File: src/logic/buck_regs_pkg.sv
package buck_regs_pkg;

  // ==========================================================================
  // Clock and step timing
  localparam int unsigned CLK_PERIOD_NS    = 100;
  localparam int unsigned STEP_FAST_NS     = 2000;
  localparam int unsigned STEP_SLOW_NS     = 4000;
  localparam int unsigned STEP_FAST_CYCLES = (STEP_FAST_NS + CLK_PERIOD_NS - 1) / CLK_PERIOD_NS;
  localparam int unsigned STEP_SLOW_CYCLES = (STEP_SLOW_NS + CLK_PERIOD_NS - 1) / CLK_PERIOD_NS;
  localparam int unsigned STEP_CNT_W       = 6;

  // ==========================================================================
  // Bus layout
  localparam int unsigned ADDR_W      = 10;
  localparam int unsigned INDEX_W     = 8;
  localparam int unsigned INDEX_LO    = 2;
  localparam int unsigned DATA_W      = 32;
  localparam int unsigned REG_W       = 8;
  localparam logic [1:0]  RESP_OKAY   = 2'h0;
  localparam logic [1:0]  RESP_SLVERR = 2'h2;

  // ==========================================================================
  // Register indices (byte address is four times the index)
  localparam logic [7:0] IDX_BUCK_A_CONFIG   = 8'h32;
  localparam logic [7:0] IDX_BUCK_B_NORMAL   = 8'h35;
  localparam logic [7:0] IDX_BUCK_B_STANDBY  = 8'h36;
  localparam logic [7:0] IDX_BUCK_B_SLEEP    = 8'h37;
  localparam logic [7:0] IDX_BUCK_B_MODE     = 8'h38;
  localparam logic [7:0] IDX_BUCK_STATUS     = 8'h3f;

  // ==========================================================================
  // Field positions and fixed reset values
  localparam int unsigned A_STEP_BIT   = 6;
  localparam int unsigned A_PHASE_LO   = 4;
  localparam int unsigned A_FREQ_LO    = 2;
  localparam int unsigned A_ILIM_BIT   = 0;
  localparam int unsigned B_CODE_LO    = 0;
  localparam int unsigned B_CODE_W     = 5;
  localparam int unsigned B_RANGE_BIT  = 5;
  localparam int unsigned B_OFFSEL_BIT = 5;
  localparam int unsigned B_MODE_LO    = 0;
  localparam int unsigned B_MODE_W     = 4;
  localparam int unsigned ST_STATE_LO  = 0;
  localparam int unsigned ST_STBY_BIT  = 2;
  localparam logic [1:0]  A_PHASE_RESET  = 2'h0;
  localparam logic        B_OFFSEL_RESET = 1'h0;

  typedef enum logic [2:0]
  {
    SEL_NONE      = 3'h0,
    SEL_A_CONFIG  = 3'h1,
    SEL_B_NORMAL  = 3'h2,
    SEL_B_STANDBY = 3'h3,
    SEL_B_SLEEP   = 3'h4,
    SEL_B_MODE    = 3'h5,
    SEL_STATUS    = 3'h6
  } reg_sel_t;

  typedef enum logic [1:0]
  {
    B_ON    = 2'h0,
    B_OFF   = 2'h1,
    B_SLEEP = 2'h2
  } buck_b_state_t;

endpackage

File: src/logic/reg_access_if.sv
`timescale 1ns/1ps

interface reg_access_if;
  logic       wr_en;
  logic [7:0] wr_index;
  logic [7:0] wr_data;
  logic       wr_lane;
  logic       wr_hit;
  logic [7:0] rd_index;
  logic [7:0] rd_data;
  logic       rd_hit;

  modport port
  (
    output wr_en, wr_index, wr_data, wr_lane, rd_index,
    input  wr_hit, rd_data, rd_hit
  );

  modport bank
  (
    input  wr_en, wr_index, wr_data, wr_lane, rd_index,
    output wr_hit, rd_data, rd_hit
  );
endinterface

File: src/logic/dvs_step_timer.sv
`timescale 1ns/1ps

module dvs_step_timer
(
  input  wire logic clk,
  input  wire logic rst,
  input  wire logic slow,
  output logic      tick
);
  localparam logic [buck_regs_pkg::STEP_CNT_W-1:0] FAST_LAST =
    buck_regs_pkg::STEP_CNT_W'(buck_regs_pkg::STEP_FAST_CYCLES - 1);
  localparam logic [buck_regs_pkg::STEP_CNT_W-1:0] SLOW_LAST =
    buck_regs_pkg::STEP_CNT_W'(buck_regs_pkg::STEP_SLOW_CYCLES - 1);

  logic [buck_regs_pkg::STEP_CNT_W-1:0] count;
  logic                                 at_end;

  assign at_end = (count >= (slow ? SLOW_LAST : FAST_LAST));

  always_ff @(posedge clk)
  begin
    if (rst)
    begin
      count <= '0;
      tick  <= 1'b0;
    end
    else
    begin
      count <= at_end ? '0 : count + 1'b1;
      tick  <= at_end;
    end
  end
endmodule

File: src/logic/axil_reg_port.sv
`timescale 1ns/1ps

module axil_reg_port
(
  input  wire logic                             clk,
  input  wire logic                             rst,
  input  wire logic [buck_regs_pkg::ADDR_W-1:0] s_axil_awaddr,
  input  wire logic                             s_axil_awvalid,
  output logic                                  s_axil_awready,
  input  wire logic [buck_regs_pkg::DATA_W-1:0] s_axil_wdata,
  input  wire logic [3:0]                       s_axil_wstrb,
  input  wire logic                             s_axil_wvalid,
  output logic                                  s_axil_wready,
  output logic [1:0]                            s_axil_bresp,
  output logic                                  s_axil_bvalid,
  input  wire logic                             s_axil_bready,
  input  wire logic [buck_regs_pkg::ADDR_W-1:0] s_axil_araddr,
  input  wire logic                             s_axil_arvalid,
  output logic                                  s_axil_arready,
  output logic [buck_regs_pkg::DATA_W-1:0]      s_axil_rdata,
  output logic [1:0]                            s_axil_rresp,
  output logic                                  s_axil_rvalid,
  input  wire logic                             s_axil_rready,
  reg_access_if.port                            regs
);
  logic       aw_held;
  logic       w_held;
  logic [7:0] aw_index;
  logic [7:0] w_byte;
  logic       w_lane;

  // ==========================================================================
  // Write channel
  assign s_axil_awready = !aw_held && !s_axil_bvalid;
  assign s_axil_wready  = !w_held && !s_axil_bvalid;
  assign regs.wr_en     = aw_held && w_held && !s_axil_bvalid;
  assign regs.wr_index  = aw_index;
  assign regs.wr_data   = w_byte;
  assign regs.wr_lane   = w_lane;

  always_ff @(posedge clk)
  begin
    if (rst)
    begin
      aw_held       <= 1'b0;
      w_held        <= 1'b0;
      aw_index      <= '0;
      w_byte        <= '0;
      w_lane        <= 1'b0;
      s_axil_bvalid <= 1'b0;
      s_axil_bresp  <= buck_regs_pkg::RESP_OKAY;
    end
    else
    begin
      if (s_axil_awvalid && s_axil_awready)
      begin
        aw_held  <= 1'b1;
        aw_index <= s_axil_awaddr[buck_regs_pkg::INDEX_LO +: buck_regs_pkg::INDEX_W];
      end
      if (s_axil_wvalid && s_axil_wready)
      begin
        w_held <= 1'b1;
        w_byte <= s_axil_wdata[buck_regs_pkg::REG_W-1:0];
        w_lane <= s_axil_wstrb[0];
      end
      if (regs.wr_en)
      begin
        aw_held       <= 1'b0;
        w_held        <= 1'b0;
        s_axil_bvalid <= 1'b1;
        s_axil_bresp  <= regs.wr_hit ? buck_regs_pkg::RESP_OKAY : buck_regs_pkg::RESP_SLVERR;
      end
      else if (s_axil_bready)
      begin
        s_axil_bvalid <= 1'b0;
      end
    end
  end

  // ==========================================================================
  // Read channel
  assign s_axil_arready = !s_axil_rvalid;
  assign regs.rd_index  = s_axil_araddr[buck_regs_pkg::INDEX_LO +: buck_regs_pkg::INDEX_W];

  always_ff @(posedge clk)
  begin
    if (rst)
    begin
      s_axil_rvalid <= 1'b0;
      s_axil_rdata  <= '0;
      s_axil_rresp  <= buck_regs_pkg::RESP_OKAY;
    end
    else if (s_axil_arvalid && s_axil_arready)
    begin
      s_axil_rvalid <= 1'b1;
      s_axil_rdata  <= {{(buck_regs_pkg::DATA_W-buck_regs_pkg::REG_W){1'b0}}, regs.rd_data};
      s_axil_rresp  <= regs.rd_hit ? buck_regs_pkg::RESP_OKAY : buck_regs_pkg::RESP_SLVERR;
    end
    else if (s_axil_rready)
    begin
      s_axil_rvalid <= 1'b0;
    end
  end
endmodule

File: src/logic/buck_regulator_config_regs.sv
`timescale 1ns/1ps

module buck_regulator_config_regs
(
  input  wire logic                             clk,
  input  wire logic                             rst,
  input  wire logic [buck_regs_pkg::ADDR_W-1:0] s_axil_awaddr,
  input  wire logic                             s_axil_awvalid,
  output logic                                  s_axil_awready,
  input  wire logic [buck_regs_pkg::DATA_W-1:0] s_axil_wdata,
  input  wire logic [3:0]                       s_axil_wstrb,
  input  wire logic                             s_axil_wvalid,
  output logic                                  s_axil_wready,
  output logic [1:0]                            s_axil_bresp,
  output logic                                  s_axil_bvalid,
  input  wire logic                             s_axil_bready,
  input  wire logic [buck_regs_pkg::ADDR_W-1:0] s_axil_araddr,
  input  wire logic                             s_axil_arvalid,
  output logic                                  s_axil_arready,
  output logic [buck_regs_pkg::DATA_W-1:0]      s_axil_rdata,
  output logic [1:0]                            s_axil_rresp,
  output logic                                  s_axil_rvalid,
  input  wire logic                             s_axil_rready,
  input  wire logic                             otp_buck_a_step_rate,
  input  wire logic [1:0]                       otp_buck_a_frequency_select,
  input  wire logic                             otp_buck_a_current_limit,
  input  wire logic [5:0]                       otp_buck_b_normal_voltage,
  input  wire logic [5:0]                       otp_buck_b_standby_voltage,
  input  wire logic [5:0]                       otp_buck_b_sleep_voltage,
  input  wire logic [3:0]                       otp_buck_b_mode_select,
  input  wire logic                             standby_request,
  input  wire logic                             turn_off_event,
  input  wire logic                             turn_on_event,
  output logic                                  buck_a_step_rate,
  output logic                                  buck_a_step_tick,
  output logic [1:0]                            buck_a_phase_select,
  output logic [1:0]                            buck_a_frequency_select,
  output logic                                  buck_a_current_limit,
  output logic [4:0]                            buck_b_code,
  output logic                                  buck_b_high_range,
  output logic [3:0]                            buck_b_mode_select,
  output logic                                  buck_b_enable,
  output logic [1:0]                            buck_b_state
);
  reg_access_if regs ();

  logic [5:0]                   buck_b_normal_voltage;
  logic [5:0]                   buck_b_standby_voltage;
  logic [5:0]                   buck_b_sleep_voltage;
  logic                         buck_b_off_state_select;
  buck_regs_pkg::buck_b_state_t state;
  buck_regs_pkg::buck_b_state_t next_state;
  logic [5:0]                   next_voltage;
  buck_regs_pkg::reg_sel_t      wr_sel;
  buck_regs_pkg::reg_sel_t      rd_sel;
  logic                         wr_go;

  // ==========================================================================
  // Address decode
  function automatic buck_regs_pkg::reg_sel_t decode(input logic [7:0] index);
    unique case (index)
      buck_regs_pkg::IDX_BUCK_A_CONFIG:  decode = buck_regs_pkg::SEL_A_CONFIG;
      buck_regs_pkg::IDX_BUCK_B_NORMAL:  decode = buck_regs_pkg::SEL_B_NORMAL;
      buck_regs_pkg::IDX_BUCK_B_STANDBY: decode = buck_regs_pkg::SEL_B_STANDBY;
      buck_regs_pkg::IDX_BUCK_B_SLEEP:   decode = buck_regs_pkg::SEL_B_SLEEP;
      buck_regs_pkg::IDX_BUCK_B_MODE:    decode = buck_regs_pkg::SEL_B_MODE;
      buck_regs_pkg::IDX_BUCK_STATUS:    decode = buck_regs_pkg::SEL_STATUS;
      default:                           decode = buck_regs_pkg::SEL_NONE;
    endcase
  endfunction

  assign wr_sel      = decode(regs.wr_index);
  assign rd_sel      = decode(regs.rd_index);
  assign regs.wr_hit = (wr_sel != buck_regs_pkg::SEL_NONE);
  assign regs.rd_hit = (rd_sel != buck_regs_pkg::SEL_NONE);
  assign wr_go       = regs.wr_en && regs.wr_lane;

  // ==========================================================================
  // Bus port
  axil_reg_port port_i
  (
    .clk            (clk),
    .rst            (rst),
    .s_axil_awaddr  (s_axil_awaddr),
    .s_axil_awvalid (s_axil_awvalid),
    .s_axil_awready (s_axil_awready),
    .s_axil_wdata   (s_axil_wdata),
    .s_axil_wstrb   (s_axil_wstrb),
    .s_axil_wvalid  (s_axil_wvalid),
    .s_axil_wready  (s_axil_wready),
    .s_axil_bresp   (s_axil_bresp),
    .s_axil_bvalid  (s_axil_bvalid),
    .s_axil_bready  (s_axil_bready),
    .s_axil_araddr  (s_axil_araddr),
    .s_axil_arvalid (s_axil_arvalid),
    .s_axil_arready (s_axil_arready),
    .s_axil_rdata   (s_axil_rdata),
    .s_axil_rresp   (s_axil_rresp),
    .s_axil_rvalid  (s_axil_rvalid),
    .s_axil_rready  (s_axil_rready),
    .regs           (regs.port)
  );

  // ==========================================================================
  // First buck configuration
  // OTP and zero resets
  always_ff @(posedge clk)
  begin
    if (rst)
    begin
      buck_a_step_rate        <= otp_buck_a_step_rate;
      buck_a_phase_select     <= buck_regs_pkg::A_PHASE_RESET;
      buck_a_frequency_select <= otp_buck_a_frequency_select;
      buck_a_current_limit    <= otp_buck_a_current_limit;
    end
    else if (wr_go && wr_sel == buck_regs_pkg::SEL_A_CONFIG)
    begin
      buck_a_step_rate        <= regs.wr_data[buck_regs_pkg::A_STEP_BIT];
      buck_a_phase_select     <= regs.wr_data[buck_regs_pkg::A_PHASE_LO +: 2];
      buck_a_frequency_select <= regs.wr_data[buck_regs_pkg::A_FREQ_LO +: 2];
      buck_a_current_limit    <= regs.wr_data[buck_regs_pkg::A_ILIM_BIT];
    end
  end

  // step period 20 or 40 cycles
  dvs_step_timer step_i
  (
    .clk  (clk),
    .rst  (rst),
    .slow (buck_a_step_rate),
    .tick (buck_a_step_tick)
  );

  // ==========================================================================
  // Second buck voltage registers
  always_ff @(posedge clk)
  begin
    if (rst)
    begin
      buck_b_normal_voltage  <= otp_buck_b_normal_voltage;
      buck_b_standby_voltage <= otp_buck_b_standby_voltage;
      buck_b_sleep_voltage   <= otp_buck_b_sleep_voltage;
    end
    else if (wr_go)
    begin
      if (wr_sel == buck_regs_pkg::SEL_B_NORMAL)
      begin
        buck_b_normal_voltage <= regs.wr_data[5:0];
      end
      if (wr_sel == buck_regs_pkg::SEL_B_STANDBY)
      begin
        buck_b_standby_voltage <= regs.wr_data[5:0];
      end
      if (wr_sel == buck_regs_pkg::SEL_B_SLEEP)
      begin
        buck_b_sleep_voltage <= regs.wr_data[5:0];
      end
    end
  end

  // ==========================================================================
  // Second buck mode register
  // off bit and selector
  always_ff @(posedge clk)
  begin
    if (rst)
    begin
      buck_b_off_state_select <= buck_regs_pkg::B_OFFSEL_RESET;
      buck_b_mode_select      <= otp_buck_b_mode_select;
    end
    else if (wr_go && wr_sel == buck_regs_pkg::SEL_B_MODE)
    begin
      buck_b_off_state_select <= regs.wr_data[buck_regs_pkg::B_OFFSEL_BIT];
      buck_b_mode_select      <= regs.wr_data[buck_regs_pkg::B_MODE_LO +: buck_regs_pkg::B_MODE_W];
    end
  end

  // ==========================================================================
  // Second buck operating state
  always_comb
  begin
    next_state = state;
    if (turn_off_event)
    begin
      next_state = buck_b_off_state_select ? buck_regs_pkg::B_SLEEP : buck_regs_pkg::B_OFF;
    end
    else if (turn_on_event)
    begin
      next_state = buck_regs_pkg::B_ON;
    end
  end

  always_ff @(posedge clk)
  begin
    if (rst)
    begin
      state <= buck_regs_pkg::B_ON;
    end
    else
    begin
      state <= next_state;
    end
  end

  always_comb
  begin
    next_voltage = buck_b_normal_voltage;
    unique case (state)
      buck_regs_pkg::B_ON:    next_voltage = standby_request ? buck_b_standby_voltage : buck_b_normal_voltage;
      buck_regs_pkg::B_SLEEP:
      begin
        next_voltage = buck_b_sleep_voltage;
      end
      buck_regs_pkg::B_OFF:
      begin
        next_voltage = buck_b_normal_voltage;
      end
      default:                next_voltage = buck_b_normal_voltage;
    endcase
  end

  always_ff @(posedge clk)
  begin
    if (rst)
    begin
      buck_b_code       <= '0;
      buck_b_high_range <= 1'b0;
      buck_b_enable     <= 1'b0;
      buck_b_state      <= buck_regs_pkg::B_ON;
    end
    else
    begin
      buck_b_code       <= next_voltage[buck_regs_pkg::B_CODE_LO +: buck_regs_pkg::B_CODE_W];
      buck_b_high_range <= next_voltage[buck_regs_pkg::B_RANGE_BIT];
      buck_b_enable     <= (state != buck_regs_pkg::B_OFF);
      buck_b_state      <= state;
    end
  end

  // ==========================================================================
  // Read data
  // every register readable
  always_comb
  begin
    regs.rd_data = '0;
    unique case (rd_sel)
      buck_regs_pkg::SEL_A_CONFIG:
      begin
        regs.rd_data[buck_regs_pkg::A_STEP_BIT]      = buck_a_step_rate;
        regs.rd_data[buck_regs_pkg::A_PHASE_LO +: 2] = buck_a_phase_select;
        regs.rd_data[buck_regs_pkg::A_FREQ_LO +: 2]  = buck_a_frequency_select;
        regs.rd_data[buck_regs_pkg::A_ILIM_BIT]      = buck_a_current_limit;
      end
      buck_regs_pkg::SEL_B_NORMAL:
      begin
        regs.rd_data[5:0] = buck_b_normal_voltage;
      end
      buck_regs_pkg::SEL_B_STANDBY:
      begin
        regs.rd_data[5:0] = buck_b_standby_voltage;
      end
      buck_regs_pkg::SEL_B_SLEEP:
      begin
        regs.rd_data[5:0] = buck_b_sleep_voltage;
      end
      buck_regs_pkg::SEL_B_MODE:
      begin
        regs.rd_data[buck_regs_pkg::B_OFFSEL_BIT]                         = buck_b_off_state_select;
        regs.rd_data[buck_regs_pkg::B_MODE_LO +: buck_regs_pkg::B_MODE_W] = buck_b_mode_select;
      end
      buck_regs_pkg::SEL_STATUS:
      begin
        regs.rd_data[buck_regs_pkg::ST_STATE_LO +: 2] = state;
        regs.rd_data[buck_regs_pkg::ST_STBY_BIT]      = standby_request;
      end
      buck_regs_pkg::SEL_NONE:      regs.rd_data = '0;
      default:                      regs.rd_data = '0;
    endcase
  end
endmodule

File: config.mk
export PLATFORM = sky130hd
export DESIGN_NAME = buck_regulator_config_regs
export DESIGN_NICKNAME = d
export VERILOG_FILES = /design/src/logic/buck_regs_pkg.sv /design/src/logic/reg_access_if.sv /design/src/logic/dvs_step_timer.sv /design/src/logic/axil_reg_port.sv /design/src/logic/buck_regulator_config_regs.sv
export SDC_FILE = /design/constraint.sdc
export NUM_CORES = 1
export LEC_CHECK = 0
export BUFFER_PORTS_ARGS = -buffer_cell sky130_fd_sc_hd__buf_2
export CORE_MARGIN = 3
export CORE_UTILIZATION = 49
export DETAILED_ROUTE_END_ITERATION = 12
export MAX_ROUTING_LAYER = met4
export PLACE_DENSITY = 0.86
export SLEW_MARGIN = 20
export SYNTH_ARGS = -nofsm -noshare
export SYNTH_HDL_FRONTEND = slang
export SYNTH_HIERARCHICAL = 1
export SYNTH_SLANG_ARGS = --single-unit
File: constraint.sdc
create_clock -name clk -period 1.99 [get_ports clk]
set_input_delay 0.199 -clock clk [delete_from_list [all_inputs] [get_ports clk]]
set_output_delay 0.199 -clock clk [all_outputs]
set_load 0.03 [all_outputs]
# ---- After elaboration in Yosys (flattened, before gate mapping)
# Index checks and enable logic that the tools add are counted.
dict set report word_totals {
  reg_bits 78
  input_bits 92
  word_cells 122
}
dict set report classes {
  addsub 1
  magnitude_cmp 1
  eq_ne 25
  muxes 38
  reduce_logical 31
}
# operator n
set ops {}
lappend ops {{$eq 8x6->1 const B} 12}
lappend ops {{$mux 6} 11}
lappend ops {{$pmux 3 s6} 2}
lappend ops {{$reduce_bool 2->1} 9}
lappend ops {{$eq 3x3->1 const B} 5}
lappend ops {{$pmux 1 s5} 3}
lappend ops {{$mux 2} 7}
lappend ops {{$eq 3x2->1 const B} 4}
lappend ops {{$pmux 1 s6} 2}
lappend ops {{$pmux 6 s2} 1}
lappend ops {{$logic_and 1x1->1} 10}
lappend ops {{$mux 1} 9}
lappend ops {{$mux 4} 2}
lappend ops {{$add 6x1->6 const B} 1}
lappend ops {{$eq 3x1->1 const B} 2}
lappend ops {{$ge 6x6->1} 1}
lappend ops {{$reduce_and 2->1} 3}
lappend ops {{$reduce_bool 3->1} 2}
lappend ops {{$logic_not 1->1} 4}
lappend ops {{$pmux 1 s4} 1}
lappend ops {{$reduce_or 2->1} 2}
lappend ops {{$eq 2x2->1 const B} 1}
lappend ops {{$logic_not 2->1} 1}
lappend ops {{$ne 2x1->1 const B} 1}

# ---- Longest topological paths before layout
dict set report depth {
  depth_word 6
  ltp_mapped 7
  depth_no_buf 5
}

# ---- Cells and area by module
# The synthesis kept the hierarchy.
# mod n_inst cells_each area_each_um2 seq_area_each_um2
set by_module_without_submodules {}
lappend by_module_without_submodules {buck_regulator_config_regs 1 203 2068.2 1061.0}
lappend by_module_without_submodules {axil_reg_port 1 174 1405.1 620.6}
lappend by_module_without_submodules {dvs_step_timer 1 34 337.8 140.1}

# ---- Least setup slack after synthesis
# No wires, ideal clock.
dict set report synth_path {
  path_type {register to register}
  start {reg port_i.s_axil_bvalid}
  end {reg buck_b_normal_voltage[0], enable pin}
  setup_ns 0.269
  arrival_ns 1.389
  t_required_ns 1.721
  setup_slack_ns 0.332
  path_stages_with_launch 5
  period_less_slack_ns 1.658
  path_cell_list {dfxtp_1 buf_6 and3b_2 and3_1 a41o_1}
}
dict set report synth_via {
  elab_chain_cells 5
}
# item line_no
set synth_rtl {}
lappend synth_rtl {{start: declaration} axil_reg_port.sv:15} ;# output logic s_axil_bvalid,
lappend synth_rtl {{start signal: assignment} axil_reg_port.sv:50} ;# s_axil_bvalid <= 1'b0;
lappend synth_rtl {{start signal: assignment} axil_reg_port.sv:70} ;# s_axil_bvalid <= 1'b1;
lappend synth_rtl {{start signal: assignment} axil_reg_port.sv:75} ;# s_axil_bvalid <= 1'b0;
lappend synth_rtl {{$logic_not 1->1} axil_reg_port.sv:36} ;# assign regs.wr_en = aw_held && w_held && !s_axil_bvalid;
lappend synth_rtl {{$logic_and 1x1->1} axil_reg_port.sv:36}
lappend synth_rtl {{via regs.wr_en} reg_access_if.sv:4} ;# logic wr_en;
lappend synth_rtl {{$logic_and 1x1->1} buck_regulator_config_regs.sv:76} ;# assign wr_go = regs.wr_en && regs.wr_lane;
lappend synth_rtl {{$reduce_bool 2->1 (no source line)} --}
lappend synth_rtl {{$reduce_and 2->1 (no source line)} --}
lappend synth_rtl {{end signal: assignment} buck_regulator_config_regs.sv:140} ;# buck_b_normal_voltage <= otp_buck_b_normal_voltage;
lappend synth_rtl {{end signal: assignment} buck_regulator_config_regs.sv:148} ;# buck_b_normal_voltage <= regs.wr_data[5:0];
lappend synth_rtl {{end: declaration} buck_regulator_config_regs.sv:47} ;# logic [5:0] buck_b_normal_voltage;
# The timed path passes the listed nets, and every way through them passes these cells.
# A chain may end at the register's enable or synchronous reset.

# ---- Worst setup path after layout
dict set report layout_path {
  start {reg port_i.s_axil_bvalid}
  end {reg buck_b_normal_voltage[4], enable pin}
}
# Same word-level chain as after synthesis.

==> impl_metrics.tcl <==
set metrics [dict create \
    status "complete, no violations" \
    clk_pin_slew_ps 80 \
    p_leak_nw 1.97 \
    cp_max_fo 11 \
    hp-class "in -> reg" \
    fin_cells 595 \
    clk_latency_ps 350 \
    cts_setup_buffers 0 \
    setup_violations 0 \
    initial_core_util_pct 51.3 \
    r2r_start "port_i/s_axil_bvalid$_SDFFE_PP0P_" \
    relSlewSlack_pct 59.3 \
    antenna_found_initial 0 \
    ios 153 \
    numPlacedInstances 579 \
    syn_avg_cell_area_um2 9.28 \
    internal_power_mw 2.51 \
    rsz0062_at_grt "no" \
    use_met3_pct 3.37 \
    area_delta_synth_final_pct 14.9 \
    finalCritPeriodShare_pct 85.4 \
    hold_buffers 0 \
    comb_power_share_pct 15.1 \
    drtIter0Drc 219 \
    grt.busiest_layer "met2" \
    drt_first_pass_iters 4 \
    hpwl_um 6700 \
    wl_per_cell_um 14.7 \
    swShare_pct 28.3 \
    min_path_cells 3 \
    cts.sinks 77 \
    root_buffer "clkbuf_8" \
    hold_end "port_i/regs.wr_index[4]$_SDFFE_PP0P_" \
    ant_nets 0 \
    globalRoute.totalOverflow 0 \
    die_h_um 93.8 \
    clkPwrFrac_pct 33.7 \
    syn_area_mm2 0.00378 \
    hp-start "s_axil_awaddr[6]" \
    rr_worst_depth 3 \
    routed_wl_um 8780 \
    yosys_warnings 6 \
    fillers 672 \
    cts_buffer_depth 2 \
    antenna_cells 0 \
    std_cell_rows 31 \
    required_ps 2000 \
    grt_pass1_vias 2966 \
    worst_clock_skew_ps 10.1 \
    io_buffers 94 \
    crit_type "reg -> reg" \
    period_minus_slack_ps 1700 \
    htreeDepth 3 \
    drive_above_1_share_pct 27.4 \
    start_kind "flip-flop" \
    viasPerCell 5.17 \
    die_w_um 93.8 \
    syn_inst 407 \
    setup_tns_ps 0 \
    dieArea_mm2 0.00880 \
    reg2reg_slack_ps 290 \
    coreArea_mm2 0.00737 \
    seqPwrFrac_pct 51.2 \
    switchingPower_mw 0.989 \
    worstMarginPinSlew_ps 609 \
    powerDensity_mw_per_mm2 805 \
    grt_usage_pct 20.4 \
    dr_total_vias 3075 \
    gr-usage-met2_pct 34.0 \
    finalWeightedCongestion 0.916 \
    ir_worst_vdd_mv 0.371 \
    cts_buffers 9 \
    timing.rr.end "buck_b_normal_voltage[4]$_DFFE_PP_" \
    crit_arrival_ps 1710 \
    grt_max_degree 31 \
    cts_tree "yes" \
    use_met1_pct 24.1 \
    nNetsFinal 587 \
    finalMaxSlewViolations 0 \
    drc 0 \
    cp-end-kind "flip-flop" \
    grt_pass1_wl_um 13600 \
    cap_violations 0 \
    fmax_ghz 0.588 \
    post_cts_resized 0 \
    hold_viol_final 0 \
]
-- worst max path at each step --
| stage | to | startpoint | cells past startpoint | slack [ps] |
|---|---|---|---|---|
| floorplan | buck_b_normal_voltage[0]$_DFFE_PP_ | port_i/s_axil_bvalid$_SDFFE_PP0P_ | 4 | 330 |
| global placement | buck_b_normal_voltage[1]$_DFFE_PP_ | port_i/s_axil_bvalid$_SDFFE_PP0P_ | 3 | 380 |
| detailed placement | buck_b_normal_voltage[3]$_DFFE_PP_ | port_i/s_axil_bvalid$_SDFFE_PP0P_ | 3 | 320 |
| CTS | buck_b_normal_voltage[4]$_DFFE_PP_ | port_i/s_axil_bvalid$_SDFFE_PP0P_ | 3 | 300 |
| global route | buck_b_normal_voltage[4]$_DFFE_PP_ | port_i/s_axil_bvalid$_SDFFE_PP0P_ | 3 | 220 |
| finish | buck_b_normal_voltage[4]$_DFFE_PP_ | port_i/s_axil_bvalid$_SDFFE_PP0P_ | 3 | 290 |
-- metrics by stage --
stage | hold WS (ps) | power [mW] | instance area (um2) | util (%) | setup WS [ps]
2_1_floorplan | 272 | 2.24 | 3870 | - | 332
3_3_place_gp | 440 | 2.32 | 4140 | 56.1 | 385
3_5_place_dp | 442 | 2.35 | 4140 | 56.1 | 324
4_1_cts | 75.2 | 3.51 | 4340 | 58.9 | 304
5_1_grt | 91.0 | 3.64 | 4340 | 58.9 | 220
6_report | 85.7 | 3.50 | 4340 | 58.9 | 290
-- layout make-up --
type,count,area (um2),area share [%]
clock buffer,12,178,4.09
timing repair buffer,98,500,11.5
inverter,11,41.3,0.951
multi-input combinational,294,1670,38.4
tap,99,124,2.85
clock inverter,4,27.5,0.634
sequential,77,1800,41.5
-- cell usage in the layout, fill, tap and decap left out, types with 3 or more instances in the layout --
cell type / count
a211oi_1: 8
a21oi_1: 35
a22oi_1: 3
a2bb2oi_1: 4
a41o_1: 3
buf_2: 94
buf_4: 4
clkbuf_8: 9
conb_1: 27
dfxtp_1: 51
edfxtp_1: 26
ha_1: 4
inv_1: 11
mux2_2: 7
mux2i_1: 7
nand2_1: 101
nand2b_1: 15
nand4_1: 3
nor2_1: 21
nor3_1: 4
nor3b_2: 3
o21ai_0: 5
o22ai_1: 5
-- power groups by stage --
stage	Clock (mW)	Combinational, mW	Sequential, mW
6_report	1.18	0.527	1.79
5_1_grt	1.27	0.574	1.80
4_1_cts	1.20	0.526	1.79
3_5_place_dp	0	0.522	1.82
3_3_place_gp	0	0.506	1.82
2_1_floorplan	0	0.375	1.86
-- worst max-delay path, stage by stage (launching register included) --
cell and delay [ps]:
dfxtp_1 410, and3b_2 350, and3_1 230, a41o_1 390
-- flip-flops by register name, indices dropped and copies added, names as in the netlist, 4 cells and up --
name                    cells
buck_b_code                 5
buck_b_mode_select          4
buck_b_normal_voltage       6
buck_b_sleep_voltage        6
buck_b_standby_voltage      6
port_i/regs.wr_data         7
port_i/regs.wr_index        8
port_i/s_axil_rdata         8
step_i/count                6
-- layer usage --
metal | routed length (um) | up-vias
met4 | 188 | 0
met5 | 0 | -
li1 | - | 1514
met2 | 4360 | 146
met1 | 3530 | 1395
met3 | 695 | 20
Note: power is estimated with default switching activity, not from simulation.
